`config.mk`:
```
export PLATFORM = sky130hd
export DESIGN_NAME = lda_dest_addr
export DESIGN_NICKNAME = d
export VERILOG_FILES = /design/src/rtl/lda_pkg.sv /design/src/rtl/lda_bit_mux.sv /design/src/rtl/lda_dest_addr.sv
export SDC_FILE = /design/constraint.sdc
export NUM_CORES = 1
export LEC_CHECK = 0
export BUFFER_PORTS_ARGS = -buffer_cell sky130_fd_sc_hd__buf_4
export CORE_AREA = 10 10 90 92
export DETAILED_ROUTE_END_ITERATION = 10
export DIE_AREA = 0 0 100 102
export PLACE_DENSITY = 0.92
export SETUP_SLACK_MARGIN = 0.15
export SLEW_MARGIN = 20
export SYNTH_ARGS = -nofsm -noshare
export SYNTH_HDL_FRONTEND = slang
export SYNTH_SLANG_ARGS = --single-unit
```
`constraint.sdc`:
```
create_clock -name clk_i -period 3.22 [get_ports clk_i]
set_input_delay 0.322 -clock clk_i [delete_from_list [all_inputs] [get_ports clk_i]]
set_output_delay 0.322 -clock clk_i [all_outputs]
set_load 0.03 [all_outputs]
```
`src/rtl/lda_pkg.sv`:
```
package lda_pkg;

    // ------------------------------------------------------------
    // Register map
    // ------------------------------------------------------------
    localparam logic [7:0]  LDA_DEST_OFFSET   = 8'h00;
    localparam logic [7:0]  LDA_STATUS_OFFSET = 8'h04;

    // ------------------------------------------------------------
    // Field layout
    // ------------------------------------------------------------
    localparam int          LDA_BASE_LSB      = 10;
    localparam int          LDA_BASE_MSB      = 28;
    localparam int          LDA_BASE_WIDTH    = 19;
    localparam int          LDA_SEL_LSB       = 0;
    localparam int          LDA_SEL_WIDTH     = 6;
    localparam int          LDA_ADDR_WIDTH    = 29;

    // ------------------------------------------------------------
    // Reset values (base and select are undefined; zero chosen)
    // ------------------------------------------------------------
    localparam logic [18:0] LDA_BASE_RESET    = 19'h00000;
    localparam logic [5:0]  LDA_SEL_RESET     = 6'h00;

    // Status register bit positions
    localparam int          LDA_ST_APPLIED    = 0;
    localparam int          LDA_ST_LEGAL      = 1;
    localparam int          LDA_ST_WRITTEN    = 2;

    typedef struct packed {
        logic [18:0] base;
        logic [5:0]  sel;
    } lda_reg_type;

    typedef enum logic [0:0] {
        LDA_BUS_IDLE,
        LDA_BUS_ACK
    } lda_bus_state_type;

endpackage : lda_pkg

```
`src/rtl/lda_bit_mux.sv`:
```
`timescale 1ns/100ps
module lda_bit_mux
    import lda_pkg::*;
(
    // Choice
    input  wire logic sel_i,
    // Sources
    input  wire logic operand_i,
    input  wire logic base_i,
    // Result
    output logic      addr_o
);
    assign addr_o = sel_i ? base_i : operand_i;
endmodule : lda_bit_mux

```
`src/rtl/lda_dest_addr.sv`:
```
// The Wishbone register port and the address map were left to the implementer.
`timescale 1ns/100ps
module lda_dest_addr
    import lda_pkg::*;
(
    // Clock and reset
    input  wire logic        clk_i,
    input  wire logic        rst_i,
    // Wishbone slave
    input  wire logic        wb_cyc_i,
    input  wire logic        wb_stb_i,
    input  wire logic        wb_we_i,
    input  wire logic [7:0]  wb_adr_i,
    input  wire logic [3:0]  wb_sel_i,
    input  wire logic [31:0] wb_dat_i,
    output logic      [31:0] wb_dat_o,
    output logic             wb_ack_o,
    // Mode bits from the processor
    input  wire logic        translation_on_bit_i,
    input  wire logic        local_ram_protect_bit_i,
    // Transfer address path
    input  wire logic        xfer_req_i,
    input  wire logic [28:0] operand_addr_i,
    output logic      [28:0] dest_addr_o,
    output logic             dest_valid_o,
    output logic             reg_applied_o
);

    // ------------------------------------------------------------
    // Register state
    // ------------------------------------------------------------
    lda_reg_type       page0_dest_address_reg;
    lda_reg_type       next_page0_dest_address_reg;
    // Set on the first write; only reset clears it
    logic              written;
    logic              next_written;
    lda_bus_state_type bus_state;
    lda_bus_state_type next_bus_state;
    logic              ack;
    logic              next_ack;
    // Read word is held until the next request
    logic [31:0]       rdata;
    logic [31:0]       next_rdata;

    // ------------------------------------------------------------
    // Decode
    // ------------------------------------------------------------
    logic              req;
    logic              hit_dest;
    logic              hit_status;
    logic              sel_legal;
    logic              applied;
    logic [31:0]       dest_image;
    logic [31:0]       status_image;
    logic [31:0]       lane_mask;
    logic [31:0]       merged_image;

    assign req        = wb_cyc_i && wb_stb_i;
    assign hit_dest   = (wb_adr_i == LDA_DEST_OFFSET);
    assign hit_status = (wb_adr_i == LDA_STATUS_OFFSET);
    // Not applied only when both translation and protection are on
    assign applied = !(translation_on_bit_i && local_ram_protect_bit_i);

    // Only the seven high-order patterns are legal; flag others to software
    always_comb begin
        case (page0_dest_address_reg.sel)
            6'h3f, 6'h3e, 6'h3c, 6'h38, 6'h30, 6'h20, 6'h00: sel_legal = 1'b1;
            default: sel_legal = 1'b0;
        endcase
    end

    // ------------------------------------------------------------
    // Read images and write merge
    // ------------------------------------------------------------
    // Reserved positions are never loaded, so they always read zero
    always_comb begin
        dest_image                              = 32'h00000000;
        dest_image[LDA_BASE_MSB:LDA_BASE_LSB]   = page0_dest_address_reg.base;
        dest_image[LDA_SEL_WIDTH-1:LDA_SEL_LSB] = page0_dest_address_reg.sel;
    end

    always_comb begin
        status_image                 = 32'h00000000;
        status_image[LDA_ST_APPLIED] = applied;
        status_image[LDA_ST_LEGAL]   = sel_legal;
        status_image[LDA_ST_WRITTEN] = written;
    end

    // Byte enables pick which lanes of the write word replace the image
    always_comb begin
        lane_mask = 32'h00000000;
        for (int lane = 0; lane < 4; lane++) begin
            lane_mask[8*lane +: 8] = {8{wb_sel_i[lane]}};
        end
        merged_image = (wb_dat_i & lane_mask) | (dest_image & ~lane_mask);
    end

    // ------------------------------------------------------------
    // Bus slave
    // ------------------------------------------------------------
    always_comb begin
        next_page0_dest_address_reg = page0_dest_address_reg;
        next_written                = written;
        next_bus_state              = bus_state;
        next_ack                    = 1'b0;
        next_rdata                  = rdata;
        case (bus_state)
            LDA_BUS_IDLE: begin
                if (req) begin
                    next_bus_state = LDA_BUS_ACK;
                    next_ack       = 1'b1;
                    next_rdata     = 32'h00000000;
                    if (hit_dest) begin
                        next_rdata = dest_image;
                        if (wb_we_i) begin
                            // Reserved bits of the write word are dropped here
                            next_page0_dest_address_reg.base =
                                merged_image[LDA_BASE_MSB:LDA_BASE_LSB];
                            next_page0_dest_address_reg.sel  =
                                merged_image[LDA_SEL_WIDTH-1:LDA_SEL_LSB];
                            next_written = 1'b1;
                        end
                    end else if (hit_status) begin
                        // Status is read only; writes are acknowledged and dropped
                        next_rdata = status_image;
                    end
                end
            end
            LDA_BUS_ACK: begin
                next_bus_state = LDA_BUS_IDLE;
            end
            default: begin
                next_bus_state = LDA_BUS_IDLE;
            end
        endcase
    end

    always_ff @(posedge clk_i) begin
        if (rst_i) begin
            page0_dest_address_reg.base <= LDA_BASE_RESET;
            page0_dest_address_reg.sel  <= LDA_SEL_RESET;
            written                     <= 1'b0;
            bus_state                   <= LDA_BUS_IDLE;
            ack                         <= 1'b0;
            rdata                       <= 32'h00000000;
        end else begin
            page0_dest_address_reg <= next_page0_dest_address_reg;
            written                <= next_written;
            bus_state              <= next_bus_state;
            ack                    <= next_ack;
            rdata                  <= next_rdata;
        end
    end

    // Ack comes from its own flop, never decoded from the state
    assign wb_ack_o = ack;
    assign wb_dat_o = rdata;

    // ------------------------------------------------------------
    // Destination address forming
    // ------------------------------------------------------------
    logic [5:0]  mixed_bits;
    logic [28:0] next_dest_addr;
    logic        next_dest_valid;
    logic        next_reg_applied;
    logic [28:0] dest_addr;
    logic        dest_valid;
    logic        reg_applied;

    // One mux per window bit; bits above the window never mix
    genvar g;
    generate
        for (g = 0; g < LDA_SEL_WIDTH; g++) begin : g_mux
            lda_bit_mux u_mux (
                .sel_i     (page0_dest_address_reg.sel[g]),
                .operand_i (operand_addr_i[LDA_BASE_LSB + g]),
                .base_i    (page0_dest_address_reg.base[g]),
                .addr_o    (mixed_bits[g])
            );
        end
    endgenerate

    // Bits below the window always come from the operand
    always_comb begin
        next_dest_addr   = operand_addr_i;
        next_dest_valid  = xfer_req_i;
        next_reg_applied = applied;
        if (applied) begin
            next_dest_addr[LDA_BASE_MSB:LDA_BASE_LSB+LDA_SEL_WIDTH] =
                page0_dest_address_reg.base[LDA_BASE_WIDTH-1:LDA_SEL_WIDTH];
            next_dest_addr[LDA_BASE_LSB+LDA_SEL_WIDTH-1:LDA_BASE_LSB] = mixed_bits;
        end
    end

    always_ff @(posedge clk_i) begin
        if (rst_i) begin
            dest_addr   <= 29'h0000000;
            dest_valid  <= 1'b0;
            reg_applied <= 1'b0;
        end else begin
            dest_addr   <= next_dest_addr;
            dest_valid  <= next_dest_valid;
            reg_applied <= next_reg_applied;
        end
    end

    // ------------------------------------------------------------
    // Output ports
    // ------------------------------------------------------------
    assign dest_addr_o   = dest_addr;
    assign dest_valid_o  = dest_valid;
    assign reg_applied_o = reg_applied;

endmodule : lda_dest_addr

```
* Word-level counts from Yosys, hierarchy flattened
Index checks and enable logic that the tools add are counted.
** Cells by class
- Multiplexer cells :: 12
- Bitwise logic cells :: 5
- Equality and inequality tests :: 7
- Reductions and logical operators :: 9
** Operators by type and width (count)
- $and 29x29->29 :: 2
- $eq 6x6->1 const B :: 6
- $mux 29 :: 1
- $not 29->29 :: 1
- $or 29x29->29 :: 1
- $mux 19 :: 1
- $eq 8x3->1 const B :: 1
- $logic_not 8->1 :: 1
- $mux 1 :: 8
- $reduce_or 7->1 :: 1
- $logic_not 6->1 :: 1
- $reduce_and 4->1 :: 1
- $mux 3 :: 1
- $logic_and 1x1->1 :: 2
- $pmux 1 s2 :: 1
- $reduce_and 2->1 :: 1
- $reduce_or 2->1 :: 1
- $logic_not 1->1 :: 1
- $not 1->1 :: 1
** Storage, ports and cells
- Output and inout bits :: 64
- Bits of input ports :: 81
- Logic and storage cells :: 42
- Bits in registers :: 91

* Longest topological paths before layout
- Depth after elaboration :: 5
- Depth in mapped cells :: 6
- Depth with buffers taken out :: 4

* Modules after synthesis
A second synthesis with hierarchy kept.
** Second synthesis, totals
- Cell total of the unflattened synthesis :: 315
- Area total of the unflattened synthesis :: 3075.4 um^2
** By module, submodules not included
- lda_dest_addr :: cells each 309, seq. area each 1661.6 um^2, times used 1, area each 2985.4 um^2
- lda_bit_mux :: cells each 1, seq. area each 0.0 um^2, times used 6, area each 15.0 um^2

* Least setup slack after synthesis
Ideal clock, no wire load.
- Path type :: in2reg
- Start point :: input wb_adr_i[5]
- End point :: register with a tool-made name
- Setup slack :: 1.269 ns
- Path buffers :: 1
- Data required time :: 3.092 ns
- Library setup time :: 0.128 ns
- Arrival :: 1.824 ns
- Stages :: 5
- Path through :: or4_4 > buf_6 > nor4_4 > mux2i_1 > nor2_1
** RTL lines
- start: declaration :: line lda_dest_addr.sv:13 : input wire logic [7:0] wb_adr_i,

==> results.sh <==
export IMPL_result_of_the_run="completed"
export IMPL_grt_start_max_net_pins=84
export IMPL_report_power_total_mw=2.10
export IMPL_design_final_nets=519
export IMPL_final_layout_size_suffix_gt1_frac=0.354
export IMPL_yosysWarningCount=0
export IMPL_syn_instance_count=316
export IMPL_clkSinkCount=83
export IMPL_yosysTopAreaCellShare=0.550
export IMPL_placed_area_um2=4000
export IMPL_critical_path_cell_chain="nand3b_1 > buf_4 > nor4_4 > mux2i_1 > nor2_1"
export IMPL_final_setup_tns_ns=0
export IMPL_area_growth_syn_to_layout_pct=40.3
export IMPL_wl_per_cell_um=16.9
export IMPL_initial_utilization=0.481
export IMPL_grt_overflow_total=0
export IMPL_p_leak_nw=1.80
export IMPL_synth_top_cell_by_area="sky130_fd_sc_hd__dfxtp_1"
export IMPL_crit_path_max_fanout=15
export IMPL_clkLatencyLatePin_ns=0.34
export IMPL_fp_dieH_um=102
export IMPL_sequential_fraction_of_the_synthesis_area=0.550
export IMPL_ioPinCount=145
export IMPL_final_design_area_no_fill_um2=4240
export IMPL_critical_path_slowest_cell="sky130_fd_sc_hd__nor4_4"
export IMPL_post_route_min_period_ns=2.11
export IMPL_ant_nets=0
export IMPL_post_cts_hold_buffer_count=0
export IMPL_max_clock_freq_mhz=475
export IMPL_clk_root_buffer_cell="sky130_fd_sc_hd__clkbuf_8"
export IMPL_die_width_um=100
export IMPL_timing_clock_skew_ns=0.0129
export IMPL_drt_pre_antenna_iters=4
export IMPL_floorplan_rows=29
export IMPL_num_antenna_cells=0
export IMPL_post_route_worst_setup_slack_ns=1.11
export IMPL_tritoncts_num_buffers=9
export IMPL_timing_final_max_slew_violations=0
export IMPL_postSynthRegisterBits=83
export IMPL_synth_cell_types=26
export IMPL_syn_area_um2=3020
export IMPL_detail_route_iter0_violations=114
export IMPL_max_cap_violations=0
export IMPL_cts_max_level=3
export IMPL_timing_critical_path_from_type="flip-flop"
export IMPL_slew_headroom=0.392
export IMPL_clkSlewWorstSetupHoldPaths_ns=0.09
export IMPL_min_path_type="input pin to flip-flop"
export IMPL_p_per_area_nw_per_um2=496
export IMPL_core_area_um2=6280
export IMPL_timing_critical_path_buf_inv=1
export IMPL_synth_area_per_cell_um2=9.55
export IMPL_worstPathArrival_ns=2.30
export IMPL_required_ns=3.41
export IMPL_report_final_hold_viol_count=0
export IMPL_synth_top_cells_by_area="sky130_fd_sc_hd__dfxtp_1 (55%), sky130_fd_sc_hd__mux2i_1 (8.3%), sky130_fd_sc_hd__nor2_1 (6.5%), sky130_fd_sc_hd__a22oi_1 (6.0%), sky130_fd_sc_hd__nand2_1 (5.3%)"
export IMPL_viasPerCell=5.10
export IMPL_worst_setup_path_end_kind="flip-flop"
export IMPL_total_number_of_vias=2651
export IMPL_cts_repair_resized=0
export IMPL_ctsLongestPathBuffers=2
export IMPL_hpwl_um=6520
export IMPL_grt_total_usage=0.164
export IMPL_vias_in_the_first_global_route=2688
export IMPL_slowest_delay_ns=0.56
export IMPL_fp_dieArea_um2=10200
export IMPL_worst_pin_slew_ns=0.909
export IMPL_critical_path_top_delay_family="simple AND/OR/NAND/NOR gates"
export IMPL_max_vdd_ir_drop_uv=347
export IMPL_clock_tree_from_tritoncts="done"
export IMPL_final_period_utilization=0.654
export IMPL_buffer_ports_inserted=130
export IMPL_antenna_violations_before_repair=0
export IMPL_grt_first_pass_wirelength_um=13600
export IMPL_detail_route_drc_violations=0
export IMPL_timing_setup_critical_path_class="flip-flop to flip-flop"
export IMPL_detail_route_wirelength_um=8780
export IMPL_endpoints_failing_setup=0
export IMPL_dp_worst_setup_slack_ns=0.865
export IMPL_rsz0062_at_grt="no"
export IMPL_place_gp_congestion=0.803
export IMPL_cts_setup_buffers=0
-- stage by stage --
stage	instances	hold slack (ns)	utilization
detailed placement	504	0.452	0.638
global placement	504	0.430	0.638
finish	520	0.190	0.675
CTS	520	0.175	0.675
floorplan	322	0.422	-
global route	520	0.170	0.675
-- layout make-up --
class / count / area (um2)
Clock buffer: 10 / 138
Clock inverter: 6 / 95.1
Fill cell: 506 / 2040
Inverter: 1 / 3.75
Multi-Input combinational cell: 210 / 1240
Sequential cell: 83 / 1660
Tap cell: 77 / 96.3
Timing Repair Buffer: 133 / 998
-- worst paths after layout --
path / from / endpoint / slack (ns) / depth (start not counted)
max: bus_state$_SDFF_PP0_ / flip-flop / 1.11 / 5
min: operand_addr_i[3] / dest_addr_o[3]$_SDFF_PP0_ / 0.19 / 2
max reg2reg: bus_state$_SDFF_PP0_ / flip-flop / 1.11 / 5
min reg2reg: wb_dat_o[1]$_SDFFE_PP0P_ / wb_dat_o[1]$_SDFFE_PP0P_ / 0.46 / 2
-- layout by cell type (no fill, tap or decap) --
cell / Yosys / final
sky130_fd_sc_hd__a22oi_1: 24 / 24
sky130_fd_sc_hd__nand3_1: 6 / 6
sky130_fd_sc_hd__or2_2: 1 / 1
sky130_fd_sc_hd__o221ai_1: 1 / 1
sky130_fd_sc_hd__a21oi_1: 22 / 22
sky130_fd_sc_hd__dfxtp_1: 83 / 83
sky130_fd_sc_hd__inv_6: 0 / 1
sky130_fd_sc_hd__nand3b_1: 5 / 5
sky130_fd_sc_hd__inv_8: 0 / 1
sky130_fd_sc_hd__nor2_1: 52 / 52
sky130_fd_sc_hd__nor3_1: 1 / 1
sky130_fd_sc_hd__and2_1: 1 / 1
sky130_fd_sc_hd__clkinvlp_4: 0 / 2
sky130_fd_sc_hd__buf_4: 7 / 133
sky130_fd_sc_hd__mux2_2: 1 / 1
sky130_fd_sc_hd__inv_1: 1 / 1
sky130_fd_sc_hd__nor4_4: 4 / 5
sky130_fd_sc_hd__nor2b_1: 12 / 12
sky130_fd_sc_hd__conb_1: 1 / 7
sky130_fd_sc_hd__clkbuf_8: 0 / 10
sky130_fd_sc_hd__or3_1: 1 / 1
sky130_fd_sc_hd__a211oi_1: 1 / 1
sky130_fd_sc_hd__o41ai_1: 1 / 1
sky130_fd_sc_hd__or4_4: 1 / 1
sky130_fd_sc_hd__bufinv_16: 0 / 2
sky130_fd_sc_hd__mux2i_1: 25 / 25
sky130_fd_sc_hd__nand2_1: 43 / 43
-- Yosys cell counts --
cell,number
sky130_fd_sc_hd__nor3_1,1
sky130_fd_sc_hd__and2_1,1
sky130_fd_sc_hd__or3_1,1
sky130_fd_sc_hd__mux2_2,1
sky130_fd_sc_hd__nand3b_1,5
sky130_fd_sc_hd__a21oi_1,22
sky130_fd_sc_hd__o221ai_1,1
sky130_fd_sc_hd__mux2i_1,25
sky130_fd_sc_hd__nor4_2,1
sky130_fd_sc_hd__nor2_1,52
sky130_fd_sc_hd__a22oi_1,24
sky130_fd_sc_hd__nand3_1,6
sky130_fd_sc_hd__buf_4,7
sky130_fd_sc_hd__buf_6,1
sky130_fd_sc_hd__o41ai_1,1
sky130_fd_sc_hd__dfxtp_1,83
sky130_fd_sc_hd__clkbuf_1,18
sky130_fd_sc_hd__nor2b_1,12
sky130_fd_sc_hd__nor4_4,4
sky130_fd_sc_hd__a211oi_1,1
sky130_fd_sc_hd__conb_1,1
sky130_fd_sc_hd__inv_1,1
sky130_fd_sc_hd__buf_2,2
sky130_fd_sc_hd__nand2_1,43
sky130_fd_sc_hd__or4_4,1
sky130_fd_sc_hd__or2_2,1
-- per-layer routing --
layer / up-vias / track usage / share of wire
met3: 6 / 0.0621 / 0.080
met1: 1247 / 0.184 / 0.42
met2: 102 / 0.285 / 0.50
li1: 1296 / - / -
met4: 0 / 0.0500 / 0.0043
met5: - / 0 / 0
-- report_power, final --
part / switching, mW / internal, mW
combinational: 0.113 / 0.0902
sequential: 0.00478 / 1.04
clock: 0.384 / 0.466
-- worst register-to-register path, cell delays in order, from the launching register on --
cell and delay [ns]:
sky130_fd_sc_hd__dfxtp_1 0.31, sky130_fd_sc_hd__nand3b_1 0.41, sky130_fd_sc_hd__buf_4 0.35, sky130_fd_sc_hd__nor4_4 0.57, sky130_fd_sc_hd__mux2i_1 0.27, sky130_fd_sc_hd__nor2_1 0.05
-- logic make-up (layout without fill, tap and decap cells) --
| kind of cell | Yosys count | count (layout) | share of synthesized area |
|---|---|---|---|
| mux | 26 | 26 | 0.0866 |
| simple gates | 128 | 128 | 0.209 |
| flops | 83 | 83 | 0.550 |
| other cells | 1 | 7 | 0.00124 |
| buf+inv | 29 | 150 | 0.0481 |
| compound gates | 49 | 49 | 0.104 |
No activity file was read; power rests on OpenSTA's default activity.
